[src/hdl/spc_defines.svh]
// spc_defines.svh: offsets-free constants for the serial power/irq block
// assumes inclusion by bare name from hdl/ sources
`ifndef SPC_DEFINES_SVH
`define SPC_DEFINES_SVH
// ----------------------------------------
// rate, framing, vector and fifo constants
// ----------------------------------------
`define SPC_RATE_RESET 3'h0
`define SPC_BITS_PER_XFER 4'h8
`define SPC_VECTOR_HI 16'hffd8
`define SPC_VECTOR_LO 16'hffd9
`define SPC_FIFO_DEPTH 32
`endif

[src/hdl/spc_pkg.sv]
// spc_pkg.sv: types shared by the serial power/irq block
// assumes nothing beyond a SystemVerilog compiler
package spc_pkg;
   // transfer engine states, one-hot
   typedef enum logic [3:0] {
      SPC_IDLE = 4'h1,
      SPC_LOW = 4'h2,
      SPC_HIGH = 4'h4,
      SPC_DONE = 4'h8
   } spc_state_t;
endpackage
[src/hdl/spc_core.sv]
// spc_core.sv: serial master core with power modes and shared interrupt
// assumes miso_i is asynchronous; control ports come from same-clock logic
// What this block does
// - enable clear stops core, controls stay writable
// - runs in wait; enabled irq gives wake
// - stop halts serial, registers kept, resume
// - reset out of stop aborts transfer
// - data shifted across stop is invalid
// - done and fault share one irq
// - done cleared by status read, data access
// - rate field divides by 2 to 256
// - done set after eighth clock, irq if enabled
`timescale 1ns/10ps
`default_nettype none
`include "spc_defines.svh"
module spc_core #(
   parameter int FIFO_DEPTH = `SPC_FIFO_DEPTH
) (
   // clock and reset
   input wire logic clock_i,
   input wire logic rst_i,
   // configuration
   input wire logic serial_enable_i,
   input wire logic irq_enable_i,
   input wire logic [2:0] rate_select_field_i,
   input wire logic stop_mode_i,
   input wire logic wait_mode_i,
   input wire logic irq_mask_i,
   // status access strobes
   input wire logic status_read_i,
   input wire logic data_access_i,
   input wire logic control_write_i,
   input wire logic fault_in_i,
   // transmit stream
   input wire logic tx_valid_i,
   output logic tx_ready_o,
   input wire logic [7:0] tx_data_i,
   // received data and status
   output logic [7:0] rx_data_o,
   output logic transfer_done_flag_o,
   output logic fault_flag_o,
   output logic busy_o,
   output logic irq_o,
   output logic wake_o,
   // serial pins
   output logic sck_o,
   output logic mosi_o,
   input wire logic miso_i
);
   initial begin
      if (FIFO_DEPTH < 2) $error("fifo too shallow");
   end
   // ----------------------------------------
   // input sync and fifo
   // ----------------------------------------
   logic miso_s1, miso_s2;   // first stage read only by second
   logic q_valid, q_ready;
   logic [7:0] q_data;
   always_ff @(posedge clock_i) begin
      miso_s1 <= miso_i;
      miso_s2 <= miso_s1;
   end
   spc_fifo #(.WIDTH(8), .DEPTH(FIFO_DEPTH)) u_fifo (
      .clock_i(clock_i),
      .rst_i(rst_i),
      .in_valid_i(tx_valid_i),
      .in_ready_o(tx_ready_o),
      .in_data_i(tx_data_i),
      .out_valid_o(q_valid),
      .out_ready_i(q_ready),
      .out_data_o(q_data)
   );
   // ----------------------------------------
   // transfer engine
   // ----------------------------------------
   spc_pkg::spc_state_t state, next_state;
   logic [7:0] div_cnt, next_div_cnt, shift, next_shift, rx, next_rx;
   logic [3:0] bit_cnt, next_bit_cnt;
   logic done, next_done, fault, next_fault, armed, next_armed;
   logic fault_armed, next_fault_armed;   // separate arm so a fault clear leaves done alone
   logic run, tick;
   logic [7:0] half;
   // core runs only when enabled and not stopped; wait keeps it going
   assign run = serial_enable_i && !stop_mode_i;
   // half period = divisor/2 = 1 << code
   assign half = 8'h1 << rate_select_field_i;
   assign tick = (div_cnt == half - 8'h1);
   assign q_ready = run && state == spc_pkg::SPC_IDLE;
   always_comb begin
      next_state = state;
      next_div_cnt = div_cnt;
      next_shift = shift;
      next_bit_cnt = bit_cnt;
      next_rx = rx;
      next_done = done;
      next_fault = fault;
      next_armed = armed;
      next_fault_armed = fault_armed;
      // status read with flag set arms the matching clear
      if (status_read_i && done) next_armed = 1'b1;
      if (status_read_i && fault) next_fault_armed = 1'b1;
      if (data_access_i && armed) begin
         next_done = 1'b0;
         next_armed = 1'b0;
      end
      if (control_write_i && fault_armed) begin
         next_fault = 1'b0;
         next_fault_armed = 1'b0;
      end
      if (fault_in_i) next_fault = 1'b1;   // set wins over clear
      if (run) begin
         case (state)
            spc_pkg::SPC_IDLE: begin
               next_div_cnt = 8'h0;
               if (q_valid) begin
                  next_shift = q_data;
                  next_bit_cnt = 4'h0;
                  next_state = spc_pkg::SPC_LOW;
               end
            end
            spc_pkg::SPC_LOW: begin   // clock low half, data set up
               next_div_cnt = tick ? 8'h0 : div_cnt + 8'h1;
               if (tick) begin
                  next_rx = {rx[6:0], miso_s2};   // sample on rising edge
                  next_state = spc_pkg::SPC_HIGH;
               end
            end
            spc_pkg::SPC_HIGH: begin
               next_div_cnt = tick ? 8'h0 : div_cnt + 8'h1;
               if (tick) begin
                  next_shift = {shift[6:0], 1'b0};
                  next_bit_cnt = bit_cnt + 4'h1;
                  next_state = (bit_cnt == `SPC_BITS_PER_XFER - 4'h1) ?
                     spc_pkg::SPC_DONE : spc_pkg::SPC_LOW;
               end
            end
            spc_pkg::SPC_DONE: begin   // after eighth clock
               next_done = 1'b1;
               next_state = spc_pkg::SPC_IDLE;
            end
            default: next_state = spc_pkg::SPC_IDLE;
         endcase
      end
      // stop freezes engine in place; shifted data then untrusted
   end
   always_ff @(posedge clock_i) begin
      if (rst_i) begin   // synchronous reset, also when applied during stop; leaving stop alone resets nothing
         state <= spc_pkg::SPC_IDLE;
         div_cnt <= 8'h0;
         shift <= 8'h0;
         rx <= 8'h0;
         bit_cnt <= 4'h0;
         done <= 1'b0;
         fault <= 1'b0;
         armed <= 1'b0;
         fault_armed <= 1'b0;
      end else begin
         state <= next_state;
         div_cnt <= next_div_cnt;
         shift <= next_shift;
         rx <= next_rx;
         bit_cnt <= next_bit_cnt;
         done <= next_done;
         fault <= next_fault;
         armed <= next_armed;
         fault_armed <= next_fault_armed;
      end
   end
   // ----------------------------------------
   // outputs and shared interrupt
   // ----------------------------------------
   logic irq_req;
   assign irq_req = irq_enable_i && (done || fault);
   assign irq_o = irq_req && !irq_mask_i;
   assign wake_o = irq_o && wait_mode_i;
   assign sck_o = state == spc_pkg::SPC_HIGH;   // idles low
   assign mosi_o = shift[7];
   assign rx_data_o = rx;
   assign transfer_done_flag_o = done;
   assign fault_flag_o = fault;
   assign busy_o = state != spc_pkg::SPC_IDLE;
endmodule
`default_nettype wire

[src/hdl/spc_fifo.sv]
// spc_fifo.sv: flip-flop fifo with valid/ready on both sides
// assumes one clock and synchronous active-high reset
`timescale 1ns/10ps
`default_nettype none
module spc_fifo #(
   parameter int WIDTH = 8,
   parameter int DEPTH = 32
) (
   // clock and reset
   input wire logic clock_i,
   input wire logic rst_i,
   // fill side
   input wire logic in_valid_i,
   output logic in_ready_o,
   input wire logic [WIDTH-1:0] in_data_i,
   // drain side
   output logic out_valid_o,
   input wire logic out_ready_i,
   output logic [WIDTH-1:0] out_data_o
);
   localparam int AW = $clog2(DEPTH);
   initial begin
      if (DEPTH < 2 || (1 << AW) != DEPTH) $error("depth must be power of two");
   end
   logic [WIDTH-1:0] mem [DEPTH];   // storage
   logic [AW:0] wr_ptr, rd_ptr, next_wr_ptr, next_rd_ptr;
   logic push, pop;
   assign in_ready_o = (wr_ptr - rd_ptr) != (AW+1)'(DEPTH);
   assign out_valid_o = wr_ptr != rd_ptr;
   assign out_data_o = mem[rd_ptr[AW-1:0]];
   // ----------------------------------------
   // pointer update
   // ----------------------------------------
   always_comb begin
      push = in_valid_i && in_ready_o;
      pop = out_valid_o && out_ready_i;
      next_wr_ptr = push ? wr_ptr + 1'b1 : wr_ptr;
      next_rd_ptr = pop ? rd_ptr + 1'b1 : rd_ptr;
   end
   always_ff @(posedge clock_i) begin
      if (rst_i) begin
         wr_ptr <= '0;
         rd_ptr <= '0;
      end else begin
         wr_ptr <= next_wr_ptr;
         rd_ptr <= next_rd_ptr;
      end
      if (push) mem[wr_ptr[AW-1:0]] <= in_data_i;
   end
endmodule
`default_nettype wire

[config.mk]
export PLATFORM = sky130hd
export DESIGN_NAME = spc_core
export DESIGN_NICKNAME = d
export VERILOG_FILES = /design/src/hdl/spc_pkg.sv /design/src/hdl/spc_core.sv /design/src/hdl/spc_fifo.sv
export VERILOG_INCLUDE_DIRS = /design/src /design/src/hdl
export SDC_FILE = /design/constraint.sdc
export NUM_CORES = 1
export LEC_CHECK = 0
export ABC_AREA = 1
export BUFFER_PORTS_ARGS = -buffer_cell sky130_fd_sc_hd__buf_2
export CORE_UTILIZATION = 50
export DETAILED_ROUTE_END_ITERATION = 6
export HOLD_SLACK_MARGIN = 0.1
export PLACE_DENSITY = 0.67
export SETUP_SLACK_MARGIN = 0.15
export SLEW_MARGIN = 10
export SYNTH_ARGS = -nofsm -noshare
export SYNTH_HDL_FRONTEND = slang
export SYNTH_SLANG_ARGS = --single-unit
export TNS_END_PERCENT = 10
[constraint.sdc]
create_clock -name clock_i -period 3 [get_ports clock_i]
set_input_delay 0.15 -clock clock_i [delete_from_list [all_inputs] [get_ports clock_i]]
set_output_delay 0.15 -clock clock_i [all_outputs]
set_load 0.01 [all_outputs]
**Word level (Yosys, flattened, before mapping)**

Memory sizes are Yosys's and may differ from the RTL's. A register that Yosys moved wholly into a read port is not among the register bits.
Cells that the tools add are included.

- Memories kept: 1
- Output and inout port bits: 16
- RAM bits: 256
- Register bits after elaboration: 50

- Eq/ne operators: 12
- Reduce and logical (&&, ||, !) cells: 24
- Shift-type cells: 1
- Multiplexer cells: 22
- Add/subtract/negate cells: 6

Memories:

| memory | words | width | read ports | clocked after Yosys merged registers in | write ports | RTL line | text |
|---|---|---|---|---|---|---|---|
| u_fifo.mem | 32 | 8 | 1 | 1 | 1 | spc_fifo.sv:25 | `logic [WIDTH-1:0] mem [DEPTH];` |

Operators with widths:

| kind | number |
|---|---|
| case mux 8 bit (2 select lines) | 2 |
| two-way mux 4 bit | 6 |
| two-way mux 8 bit | 3 |
| adder 6 x 1 -> 6 bit (second input constant) | 2 |
| case mux 4 bit (3 select lines) | 1 |
| logical AND 1 bit | 11 |
| two-way mux 5 bit | 2 |
| adder 8 x 1 -> 8 bit (second input constant) | 1 |
| equality test 4 x 3 -> 1 bit (second input constant) | 2 |
| equality test 8 bit | 1 |
| case mux 4 bit (2 select lines) | 1 |
| AND reduction 4 bit | 2 |
| left shift 1 x 3 -> 8 bit (first input constant) | 1 |
| subtractor 8 x 1 -> 8 bit (second input constant) | 1 |
| two-way mux 1 bit | 7 |
| inequality test 6 bit | 1 |
| inequality test 6 bit (second input constant) | 1 |
| nonzero test 2 bit | 3 |
| OR reduction 2 bit | 3 |
| subtractor 6 bit | 1 |
| adder 4 x 1 -> 4 bit (second input constant) | 1 |
| equality test 4 x 1 -> 1 bit (second input constant) | 1 |
| equality test 4 x 2 -> 1 bit (second input constant) | 1 |
| equality test 4 bit (second input constant) | 1 |
| 7 further kinds | 9 |

**Longest topological paths before layout**

- Depth in word-level cells: 6
- Gate-level depth with buffers: 16
- Gate-level depth less buffers: 16

**Cells and area by module**

A second synthesis with hierarchy kept.

- Cell total of the unflattened synthesis: 1188
- Area total of the unflattened synthesis: 13261.5 µm²

By module, submodules not included:

| module | cells an instance | area each (µm²) | instances |
|---|---|---|---|
| spc_fifo | 898 | 11334.6 | 1 |
| spc_core | 290 | 1926.8 | 1 |

**Least setup slack after synthesis**

No wires, ideal clock.

- Path type: register -> register
- Start point: register u_fifo.rd_ptr[1]
- End point: memory u_fifo.mem[19][0], enable pin
- Clock period less this slack: 2.587 ns
- Path buffers: 1
- Arrival time: 2.203 ns
- Library setup time: 0.383 ns
- Slack: 0.413 ns
- Stages on the path, launching flop included: 15
- Required time: 2.617 ns
- Cell sequence: dfxtp_1 inv_1 ha_1 nand2_1 nand2_1 nand2_1 nand2_1 nand3_1 nand2_1 nand2_1 nand2_1 nand2_1 nand2_1 buf_4 nor3_1

- Cells in the longest elaborated chain, start to end: 5

RTL lines:

| item | RTL line | text |
|---|---|---|
| from (decl) | spc_fifo.sv:26 | `logic [AW:0] wr_ptr, rd_ptr, next_wr_ptr, next_rd_ptr;` |
| from (signal assigned) | spc_fifo.sv:46 | `rd_ptr <= next_rd_ptr;` |
| subtractor 6 bit | spc_fifo.sv:28 | `assign in_ready_o = (wr_ptr - rd_ptr) != (AW+1)'(DEPTH);` |
| inequality test 6 bit | spc_fifo.sv:28 |  |
| named net tx_ready_o | spc_core.sv:36 | `output logic tx_ready_o,` |
| logical AND 1 bit | spc_fifo.sv:35 | `push = in_valid_i && in_ready_o;` |
| two-way mux 1 bit | spc_fifo.sv:48 | `if (push) mem[wr_ptr[AW-1:0]] <= in_data_i;` |
| two-way mux 1 bit (implied by the code) | spc_fifo.sv:48 |  |
| to (decl) | spc_fifo.sv:25 |  |

The timed path passes the listed nets, and every way through them passes these cells.

**Worst setup path in the final report**

- Start point: register u_fifo.wr_ptr[2]
- End point: register u_fifo.wr_ptr[3]

- Cells in the longest elaborated chain, start to end: 3

RTL lines:

| item | RTL line | text |
|---|---|---|
| from (decl) | spc_fifo.sv:26 |  |
| from (signal assigned) | spc_fifo.sv:45 | `wr_ptr <= next_wr_ptr;` |
| subtractor 6 bit | spc_fifo.sv:28 |  |
| inequality test 6 bit | spc_fifo.sv:28 |  |
| logical AND 1 bit | spc_fifo.sv:35 |  |

Several ways; a longest one is shown, not always the timed one.
A chain may end at the register's enable or synchronous reset.

==> flow_metrics.py <==
metrics = {
    "synthesis": {
        "synthAdderAreaFrac": 0.01117,
        "syn_inst": 1351,
        "ys_seq_elements": 311,
        "yosysWarningCount": 0,
        "async_reset_ff_frac": 0,
        "synth_area_leader_cell": "edfxtp_1",
        "synthXorXnorAreaFrac": 0.006518,
        "yosysSeqAreaShare": 0.6540,
        "synth_nets": 1387,
        "synth_top_family_by_area": "simple AND/OR/NAND/NOR gates",
        "synth_simple_gate_area_share": 0.2401,
        "synth.cell_area_sq_um": 13440,
        "synth_edf_count": 256,
        "synth-main-ff-cell": "edfxtp_1",
        "synthMuxAreaShare": 0,
        "synth_compound_gate_area_share": 0.04088,
        "ys_top_cells_by_area": "edfxtp_1, nand2_1, dfxtp_1",
        "ys_types": 41,
        "avgSynthCellArea_sq_um": 9.947,
        "yosys.area.top_type_share": 0.5721,
    },
    "setup_path": {
        "path_class": "register to register",
        "worst_ep_arrival_time_ns": 3.02,
        "cp.required_ns": 3.49,
        "cp-start-kind": "register",
        "rr_startpoint": "u_fifo.wr_ptr[2]",
        "cp_max_fo": 10,
        "r2r.worst_path.cells": 12,
        "cp-startpoint": "u_fifo.wr_ptr[2]",
        "worst_setup_path_end_kind": "register",
        "worstReg2RegEnd": "u_fifo.wr_ptr[3]",
        "rrSetupSlack_ns": 0.47,
    },
    "drt": {
        "drtAntennaViolNets": 0,
        "via_per_inst": 5.399,
        "drc": 0,
        "routed-via-count": 9610,
        "drt_iter0_drc": 904,
        "drt_wl_total_um": 31700,
        "drt-wirelength-per-cell_um": 17.81,
        "drt-pass1-iter-count": 6,
    },
    "sta": {
        "whs_ns": 0.2302,
        "fin_worst_skew_ns": 0.009572,
        "fmax_ghz": 0.3954,
        "finalSetupTns_ns": 0,
        "finalHoldViolations": 0,
        "fin_crit_sh": 0.8430,
        "rsz0062_at_grt": "false",
        "worst_slack_ns": 0.4710,
        "setup_violations": 0,
        "maxSlewViolCount": 0,
        "worst_pin_slew_ns": 0.8498,
        "relSlewSlack": 0.4335,
        "min_period_ns": 2.529,
    },
    "clocking": {
        "tritoncts": "yes",
        "clkTransAtPathRegs_ns": 0.06,
        "cts_buffers": 31,
        "post_cts_buffers": 0,
        "root_buffer": "clkbuf_16",
        "clock_path_buffers": 3,
        "clkLatencyLatePin_ns": 0.55,
        "clock_sinks": 311,
        "post_cts_resized": 0,
        "cts-htree-levels": 1,
    },
    "global_routing": {
        "grt_overflow": 0,
        "grt_max_degree": 119,
        "grt_pass1_wl_um": 50160,
        "grt_pass1_vias": 9194,
        "track_usage": 0.2344,
        "antenna_found_initial": 0,
    },
    "worst_hold_path": {
        "holdCritStartpoint": "serial_enable_i",
        "hold_depth": 5,
        "min_path_type": "input pin to register",
        "hold_path_end": "rx_data_o[6]",
    },
    "die": {
        "io_pins": 40,
        "core_sq_um": 26210,
        "die-area_sq_um": 27540,
        "die_h_um": 165.9,
        "core.rowCount": 59,
        "initial_utilization": 0.5128,
        "die-width_um": 165.9,
    },
    "pwr": {
        "ir_drop_uv": 459.5,
        "p_per_area_nw_per_um2": 633.6,
        "combPwrFrac": 0.140,
        "p_int_w": 0.007099,
        "p_leak_nw": 5.974,
        "p_clk_frac": 0.362,
        "switchingPower_w": 0.002529,
        "seq_power_share": 0.498,
        "swShare": 0.2627,
    },
    "placed_design": {
        "port_buffers": 39,
        "place_ws_ns": 0.6031,
        "gp_congestion": 0.8418,
        "place_hpwl_um": 19560,
        "dp.cells": 1713,
    },
    "cells_and_area": {
        "drive_above_1_share": 0.1128,
        "fin_nets": 1459,
        "layout_commonest_cell": "nand2_1",
        "synthToLayoutAreaGrowth_pct": 13.09,
        "layout_common_cells": "nand2_1, edfxtp_1, nand3_1",
        "fin_cells": 1780,
        "regArea_sq_um": 8792,
        "diodes": 0,
        "utilization": 0.5799,
        "fillerInstances": 2161,
        "multiInputGateArea_sq_um": 4014,
    },
    "job": {
        "cap_violations": 0,
    },
    "outcome": {
        "status": "finished clean",
    },
}
[how the worst max path moves through the flow]
stage	end	depth (start not counted)
2_1_floorplan	u_fifo.mem[19][0]	14
3_3_place_gp	u_fifo.mem[13][1]	14
5_1_grt	u_fifo.wr_ptr[3]	12
3_5_place_dp	u_fifo.mem[9][2]	14
4_1_cts	u_fifo.wr_ptr[3]	12
6_report	u_fifo.wr_ptr[3]	12
[sequential cells by signal (all words and copies together) (netlist names), 4 cells and up, named ones only]
register / flops
u_fifo.mem: 256
div_cnt: 8
rx_data_o: 8
shift: 8
u_fifo.rd_ptr: 6
u_fifo.wr_ptr: 6
bit_cnt: 4
state: 4
[cell type report]
class,count,area share
multi-input combinational,884,0.2641
sequential,311,0.5785
clock inverter,11,0.003952
tap,335,0.02758
timing repair buffer,100,0.04660
inverter,95,0.02363
clock buffer,44,0.05557
[stage by stage]
stage / area [sq um] / power [W]
floorplan: 13440 / 0.005768
global placement: 14170 / 0.006205
detailed placement: 14170 / 0.006213
CTS: 15200 / 0.009667
global route: 15200 / 0.01000
finish: 15200 / 0.009628
[critical path: stages, from the launching register on]
cell	delay, ns
dfxtp_1	0.56
ha_1	0.34
a21oi_1	0.12
nand2_1	0.07
a21oi_1	0.14
o21ai_1	0.08
nor2_1	0.09
nand2_1	0.07
nand2_1	0.09
buf_4	0.19
nand2_1	0.07
a21oi_1	0.11
dlygate4sd3_1	0.55
[cells in the mapped netlist, types with 2 or more instances]
master and n:
a211oi_1 2, a21oi_1 37, buf_1 5, buf_2 21
buf_4 2, buf_6 2, clkbuf_1 31, dfxtp_1 55
edfxtp_1 256, ha_1 12, inv_1 81, inv_2 12
nand2_1 427, nand2_2 4, nand2_4 2, nand3_1 164
nand3_2 2, nand4_1 3, nor2_1 133, nor2_2 3
nor2_4 2, nor3_1 10, nor3_2 2, nor3_4 2
nor3b_1 3, o211ai_1 10, o21ai_0 29, o21ai_1 18
xnor2_1 2, xor2_1 8
[kinds of logic (layout without fill, tap and decap cells)]
logic type | count (synthesis) | count (layout)
adders and majority gates | 12 | 12
buffers and inverters | 156 | 250
xor gates and xnor gates | 10 | 10
DFF | 311 | 311
AOI/OAI and AO/OA | 101 | 101
and+or+nand+nor | 761 | 761
[per-layer routing]
layer,GRT usage,part of all wire
met3,0.03384,0.083
met5,0,0
met2,0.3676,0.46
met1,0.3365,0.43
met4,0.07842,0.030
[power groups by stage]
stage	Sequential [W]	Clock (W)	Combinational (W)
after floorplan	0.00488	0	0.000892
after global placement	0.00489	0	0.00132
after detailed placement	0.00489	0	0.00132
after CTS	0.00480	0.00353	0.00134
after global routing	0.00480	0.00369	0.00151
final	0.00480	0.00348	0.00135
[what timing repair did]
item,CTS,global route
endpoints found under the hold margin,22,0
hold buffers,12,0
endpoints found under the setup margin,0,0
Power figures use the tool's default switching activity.
